--- config.mk ---
export PLATFORM = sky130hd
export DESIGN_NAME = irpwm_top
export DESIGN_NICKNAME = d
export VERILOG_FILES = /design/src/hw/irpwm_pkg.sv /design/src/hw/irpwm_wave_if.sv /design/src/hw/irpwm_top.sv /design/src/hw/irpwm_wave.sv
export SDC_FILE = /design/constraint.sdc
export NUM_CORES = 1
export LEC_CHECK = 0
export BUFFER_PORTS_ARGS = -buffer_cell sky130_fd_sc_hd__buf_2
export CORE_MARGIN = 2
export CORE_UTILIZATION = 59
export DETAILED_ROUTE_END_ITERATION = 10
export GPL_TIMING_DRIVEN = 0
export PLACE_DENSITY = 0.78
export SLEW_MARGIN = 15
export SYNTH_ARGS = -nofsm -noshare
export SYNTH_HDL_FRONTEND = slang
export SYNTH_SLANG_ARGS = --single-unit
--- constraint.sdc ---
create_clock -name i_sys_clk -period 5.3 [get_ports i_sys_clk]
set_input_delay 0.265 -clock i_sys_clk [delete_from_list [all_inputs] [get_ports i_sys_clk]]
set_output_delay 0.265 -clock i_sys_clk [all_outputs]
set_load 0.005 [all_outputs]
--- src/hw/irpwm_pkg.sv ---
// Package: register map, field positions and reset values of the IR carrier modulator
package irpwm_pkg;
    // Register byte offsets
    localparam logic [7:0] ADDR_CARRIER = 8'h00;
    localparam logic [7:0] ADDR_HIGH_LEN = 8'h04;
    localparam logic [7:0] ADDR_SYM_CYCLE = 8'h08;
    localparam logic [7:0] ADDR_CTRL = 8'h0c;
    localparam logic [7:0] ADDR_SYM_COUNT = 8'h10;
    localparam logic [7:0] ADDR_IRQ_FLAG = 8'h14;
    localparam logic [7:0] ADDR_IRQ_EN = 8'h18;
    localparam logic [7:0] ADDR_CARR_CTRL = 8'h1c;
    // Carrier register fields
    localparam int CARR_DUTY_LSB = 0;
    localparam int CARR_PER_LSB = 8;
    // Counter control fields
    localparam int CTRL_CLK_EN = 0;
    localparam int CTRL_SOFT_RST = 1;
    localparam int CTRL_ONESHOT = 2;
    localparam int CTRL_SHADOW = 3;
    localparam int CTRL_INVERT = 4;
    localparam int CTRL_RUN = 8;
    localparam int CTRL_PRESET = 9;
    // Flag register fields
    localparam int FLAG_HIGH = 0;
    localparam int FLAG_CYCLE = 1;
    localparam int FLAG_HIGH_PEND = 2;
    localparam int FLAG_CYCLE_PEND = 3;
    localparam int FLAG_RUNNING = 4;
    // Carrier control fields
    localparam int CCTL_MOD_EN = 0;
    // Reset values
    localparam logic [7:0] RST_CARR_DUTY = 8'h00;
    localparam logic [7:0] RST_CARR_PER = 8'h01;
    localparam logic [15:0] RST_HIGH_LEN = 16'h0000;
    localparam logic [15:0] RST_SYM_CYCLE = 16'h0001;
    localparam logic [31:0] RD_ZERO = 32'h0000_0000;
endpackage

--- src/hw/irpwm_wave_if.sv ---
// Interface: one compare-and-toggle counter seen from the controlling block
`timescale 1ns/10ps
interface irpwm_wave_if #(parameter int W = 8);
    logic tick;
    logic clear;
    logic [W-1:0] cmp_a;
    logic [W-1:0] cmp_b;
    logic [W-1:0] count;
    logic level;
    logic hit_a;
    logic hit_b;
    modport core (input tick, input clear, input cmp_a, input cmp_b,
                  output count, output level, output hit_a, output hit_b);
    modport ctrl (output tick, output clear, output cmp_a, output cmp_b,
                  input count, input level, input hit_a, input hit_b);
endinterface

--- src/hw/irpwm_top.sv ---
// IR carrier PWM modulator: APB registers, carrier and data generators, output stage
`timescale 1ns/10ps
// Function
// - Transmit output is carrier AND data signal.
// - Carrier comes from an 8-bit counter compared with duty and period.
// - Carrier frequency is clock over period+1, duty is (duty+1)/(period+1).
// - Carrier counter cleared by counter reset, runs with data counter.
// - Carrier toggles when its counter equals the duty value.
// - Carrier toggles and counter returns to zero at period match.
// - Data signal comes from a readable 16-bit counter and two compares.
// - Symbol lasts cycle+1 clocks, duty is (high+1)/(cycle+1).
// - Data counter cleared by counter reset, started/stopped by run.
// - Data signal toggles at high-length compare match.
// - Data signal toggles and counter returns to zero at cycle match.
// - Separate flags for high-length match and cycle match.
// - Repeat mode keeps counting until run is cleared.
// - One-shot mode stops run at the first cycle match.
// - Shadow disabled: compares use the registers directly.
// - Shadow enabled: compares use shadow copies of high and cycle.
// - Shadow copies load at cycle match of the buffered value.
// - Pending flag sets on write with shadow enabled, clears when the value is loaded.
// - Match flags clear by writing 1 or by block soft reset.
// - Interrupt request only while a flag and its enable are set.
// - Counter reset reads 1 while busy, self-clears or clears on soft reset.
// - While running, clear pulse is high for cycle minus high clocks.
module irpwm_top
    import irpwm_pkg::*;
#(
    parameter int CW = 8,
    parameter int DW = 16
) (
    input wire logic i_sys_clk, // System clock, 125 MHz
    input wire logic i_rst, // Asynchronous reset, active high
    input wire logic i_psel, // APB select
    input wire logic i_penable, // APB enable
    input wire logic i_pwrite, // APB direction, high for write
    input wire logic [7:0] i_paddr, // APB byte address
    input wire logic [31:0] i_pwdata, // APB write data
    output logic [31:0] o_prdata, // APB read data
    output logic o_pready, // APB ready
    output logic o_pslverr, // APB error on unmapped address
    output logic o_ir_tx_out, // Modulated transmit output
    output logic o_clear_pulse_out, // Clear pulse output
    output logic o_irq // Interrupt request, active high
);
    // Control and data registers
    logic [CW-1:0] carrier_duty;
    logic [CW-1:0] carrier_period;
    logic [DW-1:0] high_length;
    logic [DW-1:0] symbol_cycle;
    logic [DW-1:0] high_buf;
    logic [DW-1:0] cycle_buf;
    logic count_clock_enable;
    logic oneshot_select;
    logic shadow_enable;
    logic out_invert;
    logic count_run;
    logic counter_reset;
    logic carrier_mod_enable;
    logic high_match_flag;
    logic cycle_match_flag;
    logic high_len_pending;
    logic cycle_len_pending;
    logic [1:0] irq_enable;

    irpwm_wave_if #(.W(CW)) carr_if ();
    irpwm_wave_if #(.W(DW)) data_if ();

    // Bus phase decode
    wire setup = i_psel && !i_penable;
    wire wr_en = i_psel && i_penable && o_pready && i_pwrite;
    wire wr_carr = wr_en && (i_paddr == ADDR_CARRIER);
    wire wr_high = wr_en && (i_paddr == ADDR_HIGH_LEN);
    wire wr_cycle = wr_en && (i_paddr == ADDR_SYM_CYCLE);
    wire wr_ctrl = wr_en && (i_paddr == ADDR_CTRL);
    wire wr_flag = wr_en && (i_paddr == ADDR_IRQ_FLAG);
    wire wr_irqen = wr_en && (i_paddr == ADDR_IRQ_EN);
    wire wr_cctl = wr_en && (i_paddr == ADDR_CARR_CTRL);
    wire addr_hit = (i_paddr[1:0] == 2'h0) && (i_paddr <= ADDR_CARR_CTRL);
    wire soft_rst = wr_ctrl && i_pwdata[CTRL_SOFT_RST];

    // Counting state and match events
    wire running = count_run && count_clock_enable;
    wire tick = running && !counter_reset;
    wire high_hit = data_if.hit_a;
    wire cyc_hit = data_if.hit_b;
    // Shadow copies track the registers whenever no symbol is in flight
    wire load = !shadow_enable || !running || cyc_hit || counter_reset;

    // Both generators share one tick so carrier and data stay in step
    assign carr_if.tick = tick;
    assign carr_if.clear = counter_reset;
    assign carr_if.cmp_a = carrier_duty;
    assign carr_if.cmp_b = carrier_period;
    assign data_if.tick = tick;
    assign data_if.clear = counter_reset;
    assign data_if.cmp_a = shadow_enable ? high_buf : high_length;
    assign data_if.cmp_b = shadow_enable ? cycle_buf : symbol_cycle;

    irpwm_wave #(.W(CW)) u_carrier (
        .i_sys_clk(i_sys_clk),
        .i_rst(i_rst),
        .wv(carr_if)
    );

    irpwm_wave #(.W(DW)) u_data (
        .i_sys_clk(i_sys_clk),
        .i_rst(i_rst),
        .wv(data_if)
    );

    // Output forming; idle leaves the line at its inactive level
    wire carr_eff = carr_if.level || !carrier_mod_enable;
    wire next_tx = out_invert ^ (running && carr_eff && data_if.level);
    wire next_clr = running && !data_if.level;
    wire [1:0] flags = {cycle_match_flag, high_match_flag};
    wire next_irq = |(flags & irq_enable);

    // Read multiplexer; reserved bits read as zero
    wire [31:0] rd_ctrl = {22'h0, counter_reset, count_run, 3'h0, out_invert, shadow_enable,
                           oneshot_select, 1'b0, count_clock_enable};
    wire [31:0] rd_flag = {27'h0, running, cycle_len_pending, high_len_pending, flags};
    wire [31:0] rd_data = (i_paddr == ADDR_CARRIER) ? {16'h0, carrier_period, carrier_duty} :
                          (i_paddr == ADDR_HIGH_LEN) ? {16'h0, high_length} :
                          (i_paddr == ADDR_SYM_CYCLE) ? {16'h0, symbol_cycle} :
                          (i_paddr == ADDR_CTRL) ? rd_ctrl :
                          (i_paddr == ADDR_SYM_COUNT) ? {16'h0, data_if.count} :
                          (i_paddr == ADDR_IRQ_FLAG) ? rd_flag :
                          (i_paddr == ADDR_IRQ_EN) ? {30'h0, irq_enable} :
                          (i_paddr == ADDR_CARR_CTRL) ? {31'h0, carrier_mod_enable} : RD_ZERO;

    // Bus answer: ready one cycle after setup, data and error captured with it
    always_ff @(posedge i_sys_clk or posedge i_rst) begin
        if (i_rst) begin
            o_pready <= 1'b0;
            o_pslverr <= 1'b0;
            o_prdata <= RD_ZERO;
        end else begin
            o_pready <= setup;
            o_pslverr <= setup && !addr_hit;
            o_prdata <= (setup && !i_pwrite && addr_hit) ? rd_data : RD_ZERO;
        end
    end

    // Compare value registers; software may rewrite them mid-symbol
    always_ff @(posedge i_sys_clk or posedge i_rst) begin
        if (i_rst) begin
            carrier_duty <= RST_CARR_DUTY;
            carrier_period <= RST_CARR_PER;
            high_length <= RST_HIGH_LEN;
            symbol_cycle <= RST_SYM_CYCLE;
        end else begin
            if (wr_carr) begin
                carrier_duty <= i_pwdata[CARR_DUTY_LSB +: CW];
                carrier_period <= i_pwdata[CARR_PER_LSB +: CW];
            end
            if (wr_high) begin
                high_length <= i_pwdata[DW-1:0];
            end
            if (wr_cycle) begin
                symbol_cycle <= i_pwdata[DW-1:0];
            end
        end
    end

    // Mode bits; soft reset returns the control bits to defaults, carrier and interrupt enables keep their values
    always_ff @(posedge i_sys_clk or posedge i_rst) begin
        if (i_rst) begin
            count_clock_enable <= 1'b0;
            oneshot_select <= 1'b0;
            shadow_enable <= 1'b0;
            out_invert <= 1'b0;
            carrier_mod_enable <= 1'b0;
            irq_enable <= 2'h0;
        end else if (soft_rst) begin
            count_clock_enable <= 1'b0;
            oneshot_select <= 1'b0;
            shadow_enable <= 1'b0;
            out_invert <= 1'b0;
        end else begin
            if (wr_ctrl) begin
                count_clock_enable <= i_pwdata[CTRL_CLK_EN];
                oneshot_select <= i_pwdata[CTRL_ONESHOT];
                shadow_enable <= i_pwdata[CTRL_SHADOW];
                out_invert <= i_pwdata[CTRL_INVERT];
            end
            if (wr_cctl) begin
                carrier_mod_enable <= i_pwdata[CCTL_MOD_EN];
            end
            if (wr_irqen) begin
                irq_enable <= i_pwdata[FLAG_CYCLE:FLAG_HIGH];
            end
        end
    end

    // Run control: software write wins, one-shot stops at symbol end
    always_ff @(posedge i_sys_clk or posedge i_rst) begin
        if (i_rst) begin
            count_run <= 1'b0;
        end else if (soft_rst) begin
            count_run <= 1'b0;
        end else if (wr_ctrl) begin
            count_run <= i_pwdata[CTRL_RUN];
        end else if (oneshot_select && cyc_hit) begin
            count_run <= 1'b0;
        end
    end

    // Counter reset lasts one cycle; needs the count clock enabled
    always_ff @(posedge i_sys_clk or posedge i_rst) begin
        if (i_rst) begin
            counter_reset <= 1'b0;
        end else if (soft_rst) begin
            counter_reset <= 1'b0;
        end else begin
            counter_reset <= wr_ctrl && i_pwdata[CTRL_PRESET] && (i_pwdata[CTRL_CLK_EN] || count_clock_enable);
        end
    end

    // Shadow buffers; a write in the load cycle stays pending for next time
    always_ff @(posedge i_sys_clk or posedge i_rst) begin
        if (i_rst) begin
            high_buf <= RST_HIGH_LEN;
            cycle_buf <= RST_SYM_CYCLE;
        end else if (load) begin
            high_buf <= high_length;
            cycle_buf <= symbol_cycle;
        end
    end

    // Pending flags: set on write wins over the load that clears them
    always_ff @(posedge i_sys_clk or posedge i_rst) begin
        if (i_rst) begin
            high_len_pending <= 1'b0;
            cycle_len_pending <= 1'b0;
        end else if (soft_rst) begin
            high_len_pending <= 1'b0;
            cycle_len_pending <= 1'b0;
        end else begin
            high_len_pending <= (wr_high && shadow_enable) || (high_len_pending && !load);
            cycle_len_pending <= (wr_cycle && shadow_enable) || (cycle_len_pending && !load);
        end
    end

    // Match flags: hardware set wins over a write-one clear
    always_ff @(posedge i_sys_clk or posedge i_rst) begin
        if (i_rst) begin
            high_match_flag <= 1'b0;
            cycle_match_flag <= 1'b0;
        end else if (soft_rst) begin
            high_match_flag <= 1'b0;
            cycle_match_flag <= 1'b0;
        end else begin
            high_match_flag <= high_hit || (high_match_flag && !(wr_flag && i_pwdata[FLAG_HIGH]));
            cycle_match_flag <= cyc_hit || (cycle_match_flag && !(wr_flag && i_pwdata[FLAG_CYCLE]));
        end
    end

    // Registered pins so they never glitch
    always_ff @(posedge i_sys_clk or posedge i_rst) begin
        if (i_rst) begin
            o_ir_tx_out <= 1'b0;
            o_clear_pulse_out <= 1'b0;
            o_irq <= 1'b0;
        end else begin
            o_ir_tx_out <= next_tx;
            o_clear_pulse_out <= next_clr;
            o_irq <= next_irq;
        end
    end
endmodule

--- src/hw/irpwm_wave.sv ---
// Compare-and-toggle counter shared by the carrier and data generators
`timescale 1ns/10ps
module irpwm_wave #(
    parameter int W = 8
) (
    input wire logic i_sys_clk, // System clock
    input wire logic i_rst, // Asynchronous reset, active high
    irpwm_wave_if.core wv // Counter controls and results
);
    // Match strobes only while counting
    assign wv.hit_a = wv.tick && (wv.count == wv.cmp_a);
    assign wv.hit_b = wv.tick && (wv.count == wv.cmp_b);

    // Count up, wrap at the period match; level starts high after a clear
    always_ff @(posedge i_sys_clk or posedge i_rst) begin
        if (i_rst) begin
            wv.count <= '0;
            wv.level <= 1'b1;
        end else if (wv.clear) begin
            wv.count <= '0;
            wv.level <= 1'b1;
        end else if (wv.tick) begin
            wv.count <= wv.hit_b ? '0 : wv.count + 1'b1;
            wv.level <= wv.level ^ (wv.hit_a ^ wv.hit_b);
        end
    end
endmodule

* Word level (Yosys, flattened, before mapping)
Index checks and enable logic that the tools add are counted.
** Word-level totals
- Register bits after elaboration :: 140
- Input port bits :: 45
- Word-level logic and storage cells :: 150
** Cells by class
- $add $sub $neg :: 2
- Order comparisons :: 1
- Equality and inequality tests :: 11
- Mux-type cells :: 37
- Bitwise operators :: 7
- Reduce and logical (&&, ||, !) cells :: 64
** Operator list (count)
- $mux 16 :: 11
- $logic_and 1x1->1 :: 36
- $eq 16x16->1 :: 2
- $eq 8x5->1 const B :: 4
- $mux 8 :: 3
- $mux 1 :: 21
- $add 16x1->16 const B :: 1
- $eq 8x4->1 const B :: 2
- $eq 8x8->1 :: 2
- $logic_not 1->1 :: 11
- $logic_or 1x1->1 :: 9
- $add 8x1->8 const B :: 1
- $eq 8x3->1 const B :: 1
- $le 8x5->1 const B :: 1
- $logic_not 8->1 :: 1
- $mux 5 :: 1
- $xor 1x1->1 :: 5
- $reduce_and 2->1 :: 2
- $reduce_bool 2->1 :: 2
- $reduce_bool 3->1 :: 1
- $and 2x2->2 :: 1
- $logic_not 2->1 :: 1
- $mux 2 :: 1
- $reduce_or 2->1 :: 1
- $not 1->1 :: 1

* Logic depth before layout (Yosys ltp)
Gate-level depths: netlist of the first run.
- Depth after elaboration :: 10
- Depth in mapped cells :: 9

* By module
Synthesis of the first run repeated with hierarchy kept, for this count alone.
** Second synthesis, totals
- Cell total of the unflattened synthesis :: 673
- Area total of the unflattened synthesis :: 7382.1 sq um
** By module, submodules not included
- irpwm_top :: instances 1, cells an instance 471, area an instance 5456.5 sq um, seq. area each 2856.5 sq um
- irpwm_wave (u_data) :: instances 1, cells an instance 131, area an instance 1234.9 sq um, seq. area each 426.7 sq um
- irpwm_wave (u_carrier) :: instances 1, cells an instance 71, area an instance 690.7 sq um, seq. area each 226.5 sq um

* Worst setup path before layout of the first run
No wires, ideal clock.
- Kind :: register to register
- Start :: reg shadow_enable
- End :: reg cycle_buf[10]
- Arrival :: 2192 ps
- Data required time :: 5172 ps
- Slack :: 2981 ps
- Stages on the path, launching flop included :: 10
- Path buffers :: 3
- Path through :: dfrtp_1 buf_6 buf_6 mux2i_1 xor2_1 nand4_1 nor4_2 nand3b_1 buf_4 mux2_1
** Between the ends
- Longest elaborated chain between the ends :: 5
** Ends and longest elaborated chain
- start, declared :: RTL line irpwm_top.sv:55 : logic shadow_enable;
- start signal, assigned :: RTL line irpwm_top.sv:184 : shadow_enable <= i_pwdata[CTRL_SHADOW];
- $mux 16 :: RTL line irpwm_top.sv:98 : assign data_if.cmp_b = shadow_enable ? cycle_buf : symbol_cycle;
- $eq 16x16->1 :: RTL line irpwm_wave.sv:12 : assign wv.hit_b = wv.tick && (wv.count == wv.cmp_b);
- $logic_and 1x1->1 :: RTL line irpwm_wave.sv:12
- $logic_or 1x1->1 * (2 in series) :: RTL line irpwm_top.sv:88 : wire load = !shadow_enable || !running || cyc_hit || counter_reset;
- end signal, assigned :: RTL line irpwm_top.sv:227 : cycle_buf <= symbol_cycle;
- end, declared :: RTL line irpwm_top.sv:52 : logic [DW-1:0] cycle_buf;
Every way passes the cells marked *; elsewhere a longest branch is shown, timed or not.
A chain may end at the register's enable or synchronous reset.

* Final worst setup path of the first run
- Start :: reg shadow_enable
- End :: reg cycle_buf[6]
The elaborated chain is that of the path after synthesis.

==> results of run 1 <==
==> metal layers <==
layer  global-route usage  vias up  routed length, um
met5                    0        -                  0
met4               0.1585        0                820
met3              0.07358       64               1506
met2               0.5140      271               9565
met1               0.4279     2809               8239
li1                     -     2488                  -
==> stage by stage <==
step / hold WS (ns) / cells / utilization
finish: 0.08877 / 895 / 0.7012
global route: 0.09933 / 895 / 0.7012
CTS: 0.09341 / 895 / 0.7012
detailed placement: 0.3343 / 862 / 0.6460
global placement: 0.4680 / 861 / 0.6433
floorplan: 0.4010 / 666 / -
==> path summary, 6_finish.rpt <==
path | endpoint | cells after the start | startpoint | slack [ns]
worst max-delay path | cycle_buf[6]$_DFFE_PP0P_ | 9 | shadow_enable$_DFFE_PP0P_ | 2.28
worst min-delay path | carr_if.cmp_b[6]$_DFFE_PP0P_ | 2 | i_pwdata[14] | 0.09
min in group asynchronous | carr_if.cmp_a[7]$_DFFE_PP0P_ | 3 | i_rst | 0.40
worst max register to register | cycle_buf[6]$_DFFE_PP0P_ | 9 | shadow_enable$_DFFE_PP0P_ | 2.28
max in group asynchronous | u_carrier.wv.level$_DFFE_PP1P_ | 4 | i_rst | 4.08
worst min register to register | cycle_buf[1]$_DFFE_PP0P_ | 1 | cycle_buf[1]$_DFFE_PP0P_ | 0.49
==> cells in the mapped netlist, types with 4 or more instances <==
cell type / n
a21o_1: 7
a21oi_1: 18
a222oi_1: 10
a22o_1: 7
and2_1: 5
and3_1: 14
buf_2: 5
buf_4: 19
clkbuf_1: 38
dfrtp_1: 135
dfstp_2: 5
inv_1: 9
mux2_1: 32
mux2_2: 48
mux2i_1: 36
nand2_1: 58
nand2b_1: 4
nand3_1: 12
nand4_1: 11
nor2_1: 19
nor3_1: 7
nor4_1: 6
nor4b_1: 6
o21ai_0: 25
o31ai_1: 13
xnor2_1: 34
xor2_1: 18
==> logic make-up (layout without fill, tap and decap cells) <==
kind of cell             after synthesis  in the layout
AND/OR/NAND/NOR                      159            159
buffers and inverters                 75            157
flip-flops                           140            140
other                                  1             16
adder cells (fa/ha/maj)                2              2
AO/OA/AOI/OAI                        105            105
XOR/XNOR                              52             52
multiplexers                         117            117
==> cells in the final DEF, fill, tap and decap left out, drive strengths merged, types with 4 or more instances in the layout <==
cell type,synthesis,routed
a21o,7,7
a21oi,18,18
a222oi,10,10
a22o,7,7
and2,5,5
and3,14,14
buf,27,76
bufinv,0,5
clkbuf,38,59
clkinv,1,4
conb,1,16
dfrtp,135,135
dfstp,5,5
inv,9,10
mux2,81,81
mux2i,36,36
nand2,58,58
nand2b,4,4
nand3,12,12
nand4,11,11
nor2,19,19
nor3,8,8
nor4,7,7
nor4b,7,7
o21ai,26,26
o31ai,13,13
xnor2,34,34
xor2,18,18
==> where the power goes <==
part / switching (mW) / total (mW) / leakage, nW / internal (mW)
logic: 0.0556 / 0.0837 / 1.67 / 0.0280
clock network: 0.463 / 1.32 / 0.313 / 0.858
registers: 0.00310 / 1.08 / 1.93 / 1.07
total: 0.521 / 2.48 / 3.91 / 1.96
==> cell type report <==
cell class / count / area (um^2) / area share
buffer: 65 / 336.6 / 0.04013
clock inverter: 11 / 188.9 / 0.02253
tap: 147 / 183.9 / 0.02193
timing repair buffer: 50 / 277.8 / 0.03312
inverter: 10 / 42.54 / 0.005072
sequential: 140 / 3510 / 0.4185
multi-input combinational: 451 / 3387 / 0.4038
clock buffer: 21 / 460.4 / 0.05490
==> registers in the layout, summed over array words and instances (netlist names), 2 cells and up <==
signal and count:
high_buf 16, u_carrier.wv.count 8, u_data.wv.count 16, carr_if.cmp_a 8, carr_if.cmp_b 8, cycle_buf 16
o_prdata 16, symbol_cycle 16, high_length 16, irq_enable 2
==> worst register-to-register path, delay by kind of cell (launching register included) <==
family,cells,cell delay [ns]
flip-flops,1,0.35
AND/OR/NAND/NOR,3,0.96
buffers and inverters,3,0.75
multiplexers,2,0.64
XOR/XNOR,1,0.21
==> results.md, run 1 <==
- Counting flops with a built-in enable in the synthesized netlist gives 0.
- Buffers inserted during clock tree synthesis total 17.
- The count of distinct cell types in the synthesized netlist is 58.
- After clock tree synthesis, the clock-pin slew on the worst setup and hold paths is 0.06 ns.
- In this design, the stage delay of the slowest critical-path cell is 0.42 ns.
- From synthesis to final layout, the design area changed by 16.25%.
- The congestion estimate from routability-driven global placement came to 0.9423.
- The remaining global-route overflow is 0.
- The sum of negative setup slack is 0 ns.
- Setup repair after global routing left no endpoint under its margin.
- In this run the static leakage power is 3.911 nW.
- In this run the post-CTS setup repair buffer count came out at 0.
- In this run, post-CTS repair resized a total of 0 instances.
- The worst IR drop on VDD is 0.0002246 V.
- The worst-path cell with the longest stage delay is nor4_2.
- The detailed placement HPWL is 13830 um.
- The cell type contributing the most total cell area after synthesis is dfrtp_1.
- The sequential fraction of the synthesis area is 0.4865.
- After synthesis, the mean cell area works out to 11.08 um^2.
- Of all nets on the critical path, the largest fanout is 10.
- The xor and xnor area share after synthesis is 0.06313.
- TritonCTS built the clock tree.
- The number of nets in the final layout is 782.
- The die covers 13130 um^2.
- In this run the vertical extent of the chip is 114.6 um.
- The actual slew at the worst max-slew pin is 0.8159 ns.
- In the synthesized netlist the async set-or-reset flop fraction comes to 1.000.
- For the finished layout, the period the worst path requires is 3.023 ns.
- The H-tree was split into 4 levels.
- The number of filler cells placed in the layout is 883.
- For this block, the initial DRC count from the detailed router was 629.
- The headroom to the max-slew limit is 0.4546.
- For this design, the sink count on the clock tree is 140.
- The critical path launch point type is a flip-flop.
- The number of port buffers is 48.
- The mapped netlist covers 7214 um^2.
- The combined global-route utilization of all metal layers is 0.3261.
- Counting every instance in the synthesized netlist gives 651.
- The Yosys warning count is 0.
- The post-synthesis compound-gate area fraction is 0.1022.
- Setup slack on the critical path of the routed design comes to 2.277 ns.
- The tool flagged a number of max-cap violations equal to 0.
- The worst path required time is 5.61 ns.
- Of the cells placed in the final design, the portion with a size suffix greater than 1 is 0.2206.
- The final hold violation count is 0.
- The number of pins with negative max-slew slack in the final report is 0.
- The overall power after layout is 2.480 mW.
- The most used flip-flop cell after synthesis is dfrtp_1.
- The path type of the worst min-delay path is primary input to flip-flop.
- The simple-gate area share of the yosys netlist is 0.1155.
- Timing analysis after detailed placement gives a worst setup slack of 2.293 ns.
- The adder-cell share of the synthesized area is 0.003469.
- Walking the worst path, the cells encountered are buf_6 > buf_6 > mux2i_1 > xor2_1 > nand4_1 > nor4_2 > nand3b_1 > buf_4 > mux2_1.
- The most numerous cell type found on the critical path is buf_6.
- For this design the top-level I/O count stands at 82.
- The proportion of synthesized area in mux cells is 0.1769.
- The run finished with clean final reports.
- The instance area at placement is 7727 um^2.
- The areal power density over the cells is 295.7 nW/um^2.
- The longest clock path from root to sink contains 2 buffers.
- The remaining design rule violation count is 0.
- The placeable core area is 11960 um^2.
- Setup violations remaining at the end of the flow were counted as 0.
- The first global-routing pass estimated 31490 um of wire.
- The type of element capturing the critical path is a flip-flop.
- The remaining antenna violation count is 0.
- The floorplan has 40 rows.
- In the final routed layout, each cell accounts on average for 22.49 um.
- The total of flip-flops plus latches after synthesis is 140.
- Once layout is done, the placed cells without fillers occupy 8387 um^2.
- The cts-stage hold buffer count is 1.
- Together, buffers and inverters on the worst path number 3.
- The share of synthesized area in the top cell type comes to 0.4683.
- The setup path with the least slack is of type flip-flop to flip-flop.
- By area the synthesized netlist is led by dfrtp_1, mux2_2, mux2i_1.
- The number of diodes is 0.
- Clock tree synthesis selected as its root buffer the cell clkbuf_16.
- The dominant delay contributor by cell family on the critical path is simple AND/OR/NAND/NOR gates.
- For the worst setup path, the data arrival time is 3.33 ns.
- For this configuration, the core starts out at a cell density of 0.6031.
- The pin count of the biggest net entering global routing is 91.
- The floorplan die width is 114.6 um.
- The total iterations of the first detailed-routing run is 7.
- The later pin in the worst-skew pair is clocked with a latency of 0.44 ns.
- After synthesis, the largest family of logic cells by area is multiplexers.
- The via density per instance is 6.293.
- The via count of the first global-routing pass is 5633.
- The via total after detailed routing is 5632.
- The highest attainable clock frequency is 330.8 MHz.
- The number of antenna violations at the first check in global routing is 0.
- The ratio of final minimum period to clock period is 0.5703.
- For this block, the routed nets add up to 20130 um of wire.
- The worst clock skew on the final layout is 0.009986 ns.
(Power assumes the default switching activity.)
==> run 2: changes to the inputs <==
- ABC_AREA: unset -> 1
- clock period: 5.3 -> 3 ns (I/O delays scaled with it)
==> results.md, run 2 <==
- The average detailed-routed wire length per instance is 18.13 um.
- The library cell used most frequently in the layout, excluding fill and tap cells, is nand2_1.
- The met1 global-route usage is 0.4895.
- The clock network latency to the later pin of the worst-skew pair is 0.44 ns.
- The actual slew at the worst max-slew pin is 0.8174 ns.
- After routing, the total negative slack on setup checks comes to 0 ns.
- The cell area that synthesis handed to floorplanning was 7722 um^2.
- The met3 layer usage reported by global route is 0.1038.
- The routed wire length is 24060 um.
- The adder-cell share of the synthesized area is 0.003240.
- The tool flagged a number of max-cap violations equal to 0.
- The sink count of the clock tree is 140.
- The leakage power total is 4.495 nW.
- The flow ran to the end, and the final reports show no timing, DRC or antenna violations.
- During synthesis, Yosys emitted a total of 0 warnings.
- The remaining design rule violation count is 0.
- The worst setup path is launched from a flip-flop.
- By area the synthesized netlist is led by dfrtp_1, nand2_1, nand3_1.
- The clock period minus worst slack is 2.336 ns.
- Setup slack on the critical path of the routed design comes to 0.6638 ns.
- Derived from the worst setup path, the maximum achievable clock frequency is 428.0 MHz.
- The buffer type at the clock tree root is clkbuf_16.
- The die area is 14020 um^2.
- The most repeated library cell on the critical path is nand2_1.
- The xor and xnor area share after synthesis is 0.03289.
- The count of buffer and inverter cells on the critical path is 3.
- The level count of the clock H-tree is 4.
- The initial standard-cell utilization of the core is 0.6070.
- The combinational family with the most area after synthesis is simple AND/OR/NAND/NOR gates.
- The post-synthesis compound-gate area fraction is 0.1183.
- The repair_antennas step left the layout with diodes totalling 0.
- The number of I/O pins is 82.
- The cts-stage hold buffer count is 3.
- Measured against the total synthesized area, the mux share comes to 0.
- TritonCTS built the clock tree.
- The clock passes through at most 2 buffers.
- The total iterations of the first detailed-routing run is 5.
- The number of filler cells placed in the layout is 1086.
- Power spread over the standard cell area amounts to 471.6 nW/um^2.
- The most used standard cell by instance count after synthesis is nand2_1.
- The floorplan has 41 rows.
- The post-CTS setup-driven buffer insertion count is 0.
- Setup repair after global routing left no endpoint under its margin.
- The simple-gate area share of the yosys netlist is 0.2971.
- The met2 track demand over resource is 0.5184.
- The instance area at placement is 8323 um^2.
- The global routing stage identified its most utilized layer as met2.
- The worst hold path belongs to the class primary input to flip-flop.
- For this run, the total global-route usage over all layers was measured as 0.3567.
- Across all layers, the routed design uses 7676 vias.
- The placeable core area is 12720 um^2.
- The CTS clock-pin slew for the worst setup and hold paths is 0.06 ns.
- Entering global routing, the biggest net connects 37 pins.
- The total overflow left after global routing is 0.
- The number of nets in the final layout is 1189.
- Data on the critical path is required at its endpoint by 3.36 ns.
- The library cells used most frequently in the layout, excluding fill and tap cells, are nand2_1, dfrtp_1, nand3_1.
- The commonest cells after synthesis are nand2_1, dfrtp_1, nand3_1.
- The most common flop cell mapped by yosys is dfrtp_1.
- The setup path with the least slack is of type flip-flop to flip-flop.
- In this run the horizontal extent of the chip is 118.4 um.
- Setup violations remaining at the end of the flow were counted as 0.
- The first global-routing pass estimated 38150 um of wire.
- The final hold violation count was 0.
- Traced cell by cell, the critical path runs through inv_2 > buf_4 > buf_2 > nand2_1 > nand3_1 > nand2_1 > nor2_1 > nand2_1 > nor2_1 > nand3_1 > nand2_1 > nand2_1 > nand2_1 > nand3_1.
- Of all flip-flops after synthesis, the portion carrying an async set or reset was 1.000.
- The congestion estimate from routability-driven global placement came to 0.9420.
- For this run, the share of the core covered by cells in the final layout is 0.7040.
- The total non-filler cell area in the finished layout is 8956 um^2.
- Prior to clock tree synthesis, the placed netlist has a worst setup slack of 0.4568 ns.
- In this run, CTS created clock tree buffers numbering 17.
- Of the synthesized area, sequential elements account for 0.4545.
- Among all stages on the critical path, the largest delay is contributed by dfrtp_1.
- The number of antenna violations at the first check in global routing is 0.
- After synthesis the netlist holds a flip-flop and latch count of 140.
- The number of pins with negative max-slew slack in the final report was 0.
- The count of distinct cell types in the synthesized netlist is 38.
- In the final layout, the share of cells above drive strength 1 is 0.1221.
- The number of port buffers is 49.
- The maximum fanout encountered on the critical timing path is 10.
- The mean area per synthesized cell is 7.341 um^2.
- Detailed placement ended at an HPWL of 17350 um.
- The worst clock skew on the final layout is 0.01573 ns.
- Relative to the synthesized area, the layout overhead comes to 15.98%.
- The worst IR drop on VDD is 0.0005089 V.
- The ratio of final minimum period to clock period is 0.7787.
- For this block, the initial DRC count from the detailed router was 1043.
- The y dimension of the die is 118.4 um.
- The endpoint arrival time on the critical path is 2.69 ns.
- The delay contributed by the slowest stage of the critical path is 0.42 ns.
- The detail route stage leaves a number of antenna-violating nets equal to 0.
- The via count of the first global-routing pass came to 7137.
- The via density per instance is 5.784.
- In this run the tightest slew margin relative to its limit is 0.4506.
- The count of flip-flops with a built-in enable after synthesis is 0.
- Broken down by cell family, the worst path's largest delay share belongs to simple AND/OR/NAND/NOR gates.
- The share of synthesized area in the top cell type comes to 0.4375.
- The type of element capturing the critical path is a flip-flop.
- In the synthesized netlist, the number of instances is 1052.
- The number of gates resized after CTS was 0.
- The cell type contributing the most total cell area after synthesis is dfrtp_1.
## run 2: changes by cell type after synthesis, moves of 32 or more
| cell | previous run | this run |
|---|---|---|
| mux2_1 | 32 | 0 |
| nand3_1 | 12 | 109 |
| nand2_1 | 58 | 359 |
| mux2i_1 | 36 | 0 |
| nor2_1 | 19 | 55 |
| inv_1 | 9 | 96 |
| o21ai_0 | 25 | 85 |
| mux2_2 | 48 | 0 |
## run 2: final timing paths
check                                     startpoint                          end  slack (ns)  cells after the start
max                        shadow_enable$_DFFE_PP0P_  u_data.wv.level$_DFFE_PP1P_        0.66                     14
min                                     i_pwdata[11]  high_length[11]$_DFFE_PP0P_        0.03                      3
max reg2reg                shadow_enable$_DFFE_PP0P_  u_data.wv.level$_DFFE_PP1P_        0.66                     14
min reg2reg                 cycle_buf[0]$_DFFE_PP1P_     cycle_buf[0]$_DFFE_PP1P_        0.49                      2
max in group asynchronous                      i_rst       o_prdata[12]$_DFF_PP0_        1.51                      7
min in group asynchronous                      i_rst    cycle_buf[14]$_DFFE_PP0P_        0.28                      3
## run 2: cell type report
cell class | count | area (um^2) | share of cell area
Inverter | 103 | 390.4 | 0.04359
Multi-Input combinational cell | 768 | 3553 | 0.3968
Timing Repair Buffer | 56 | 355.3 | 0.03968
Tap cell | 172 | 215.2 | 0.02403
Sequential cell | 140 | 3510 | 0.3919
Buffer | 56 | 335.3 | 0.03744
Clock buffer | 23 | 488.0 | 0.05448
Clock inverter | 9 | 108.9 | 0.01215
## run 2: metal layers
layer  share of wire  routed length (um)  up-vias
li1                -                   -     3563
met1            0.40                9643     3550
met2            0.44               10670      474
met3            0.11                2622       89
met4           0.047                1130        0
met5               0                   0        -
## run 2: cells by family after synthesis
kind of cell | count (synthesis)
other | 1
AO/OA/AOI/OAI | 168
flip-flops | 140
XOR/XNOR | 29
buffers and inverters | 159
adder cells (fa/ha/maj) | 2
AND/OR/NAND/NOR | 553
## run 2: power breakdown
group	internal (mW)	total, mW	switching [mW]	leakage [nW]
clock	1.31	2.15	0.836	0.294
combinational	0.0595	0.165	0.106	2.30
sequential	1.90	1.91	0.00937	1.90
total	3.27	4.22	0.951	4.50
## run 2: per-stage QoR
stage	std cells	power, mW	hold slack (ns)
after detailed placement	1292	2.105	0.1942
after floorplan	1067	2.037	0.2272
after CTS	1327	4.214	0.03130
after global placement	1288	2.091	0.3486
after global routing	1327	4.315	0.05377
final	1327	4.224	0.03265
## run 2: worst min-delay path, delay by kind of cell
| family | cells | cell delay [ns] |
|---|---|---|
| compound gates | 1 | 0.15 |
| buf+inv | 2 | 0.14 |
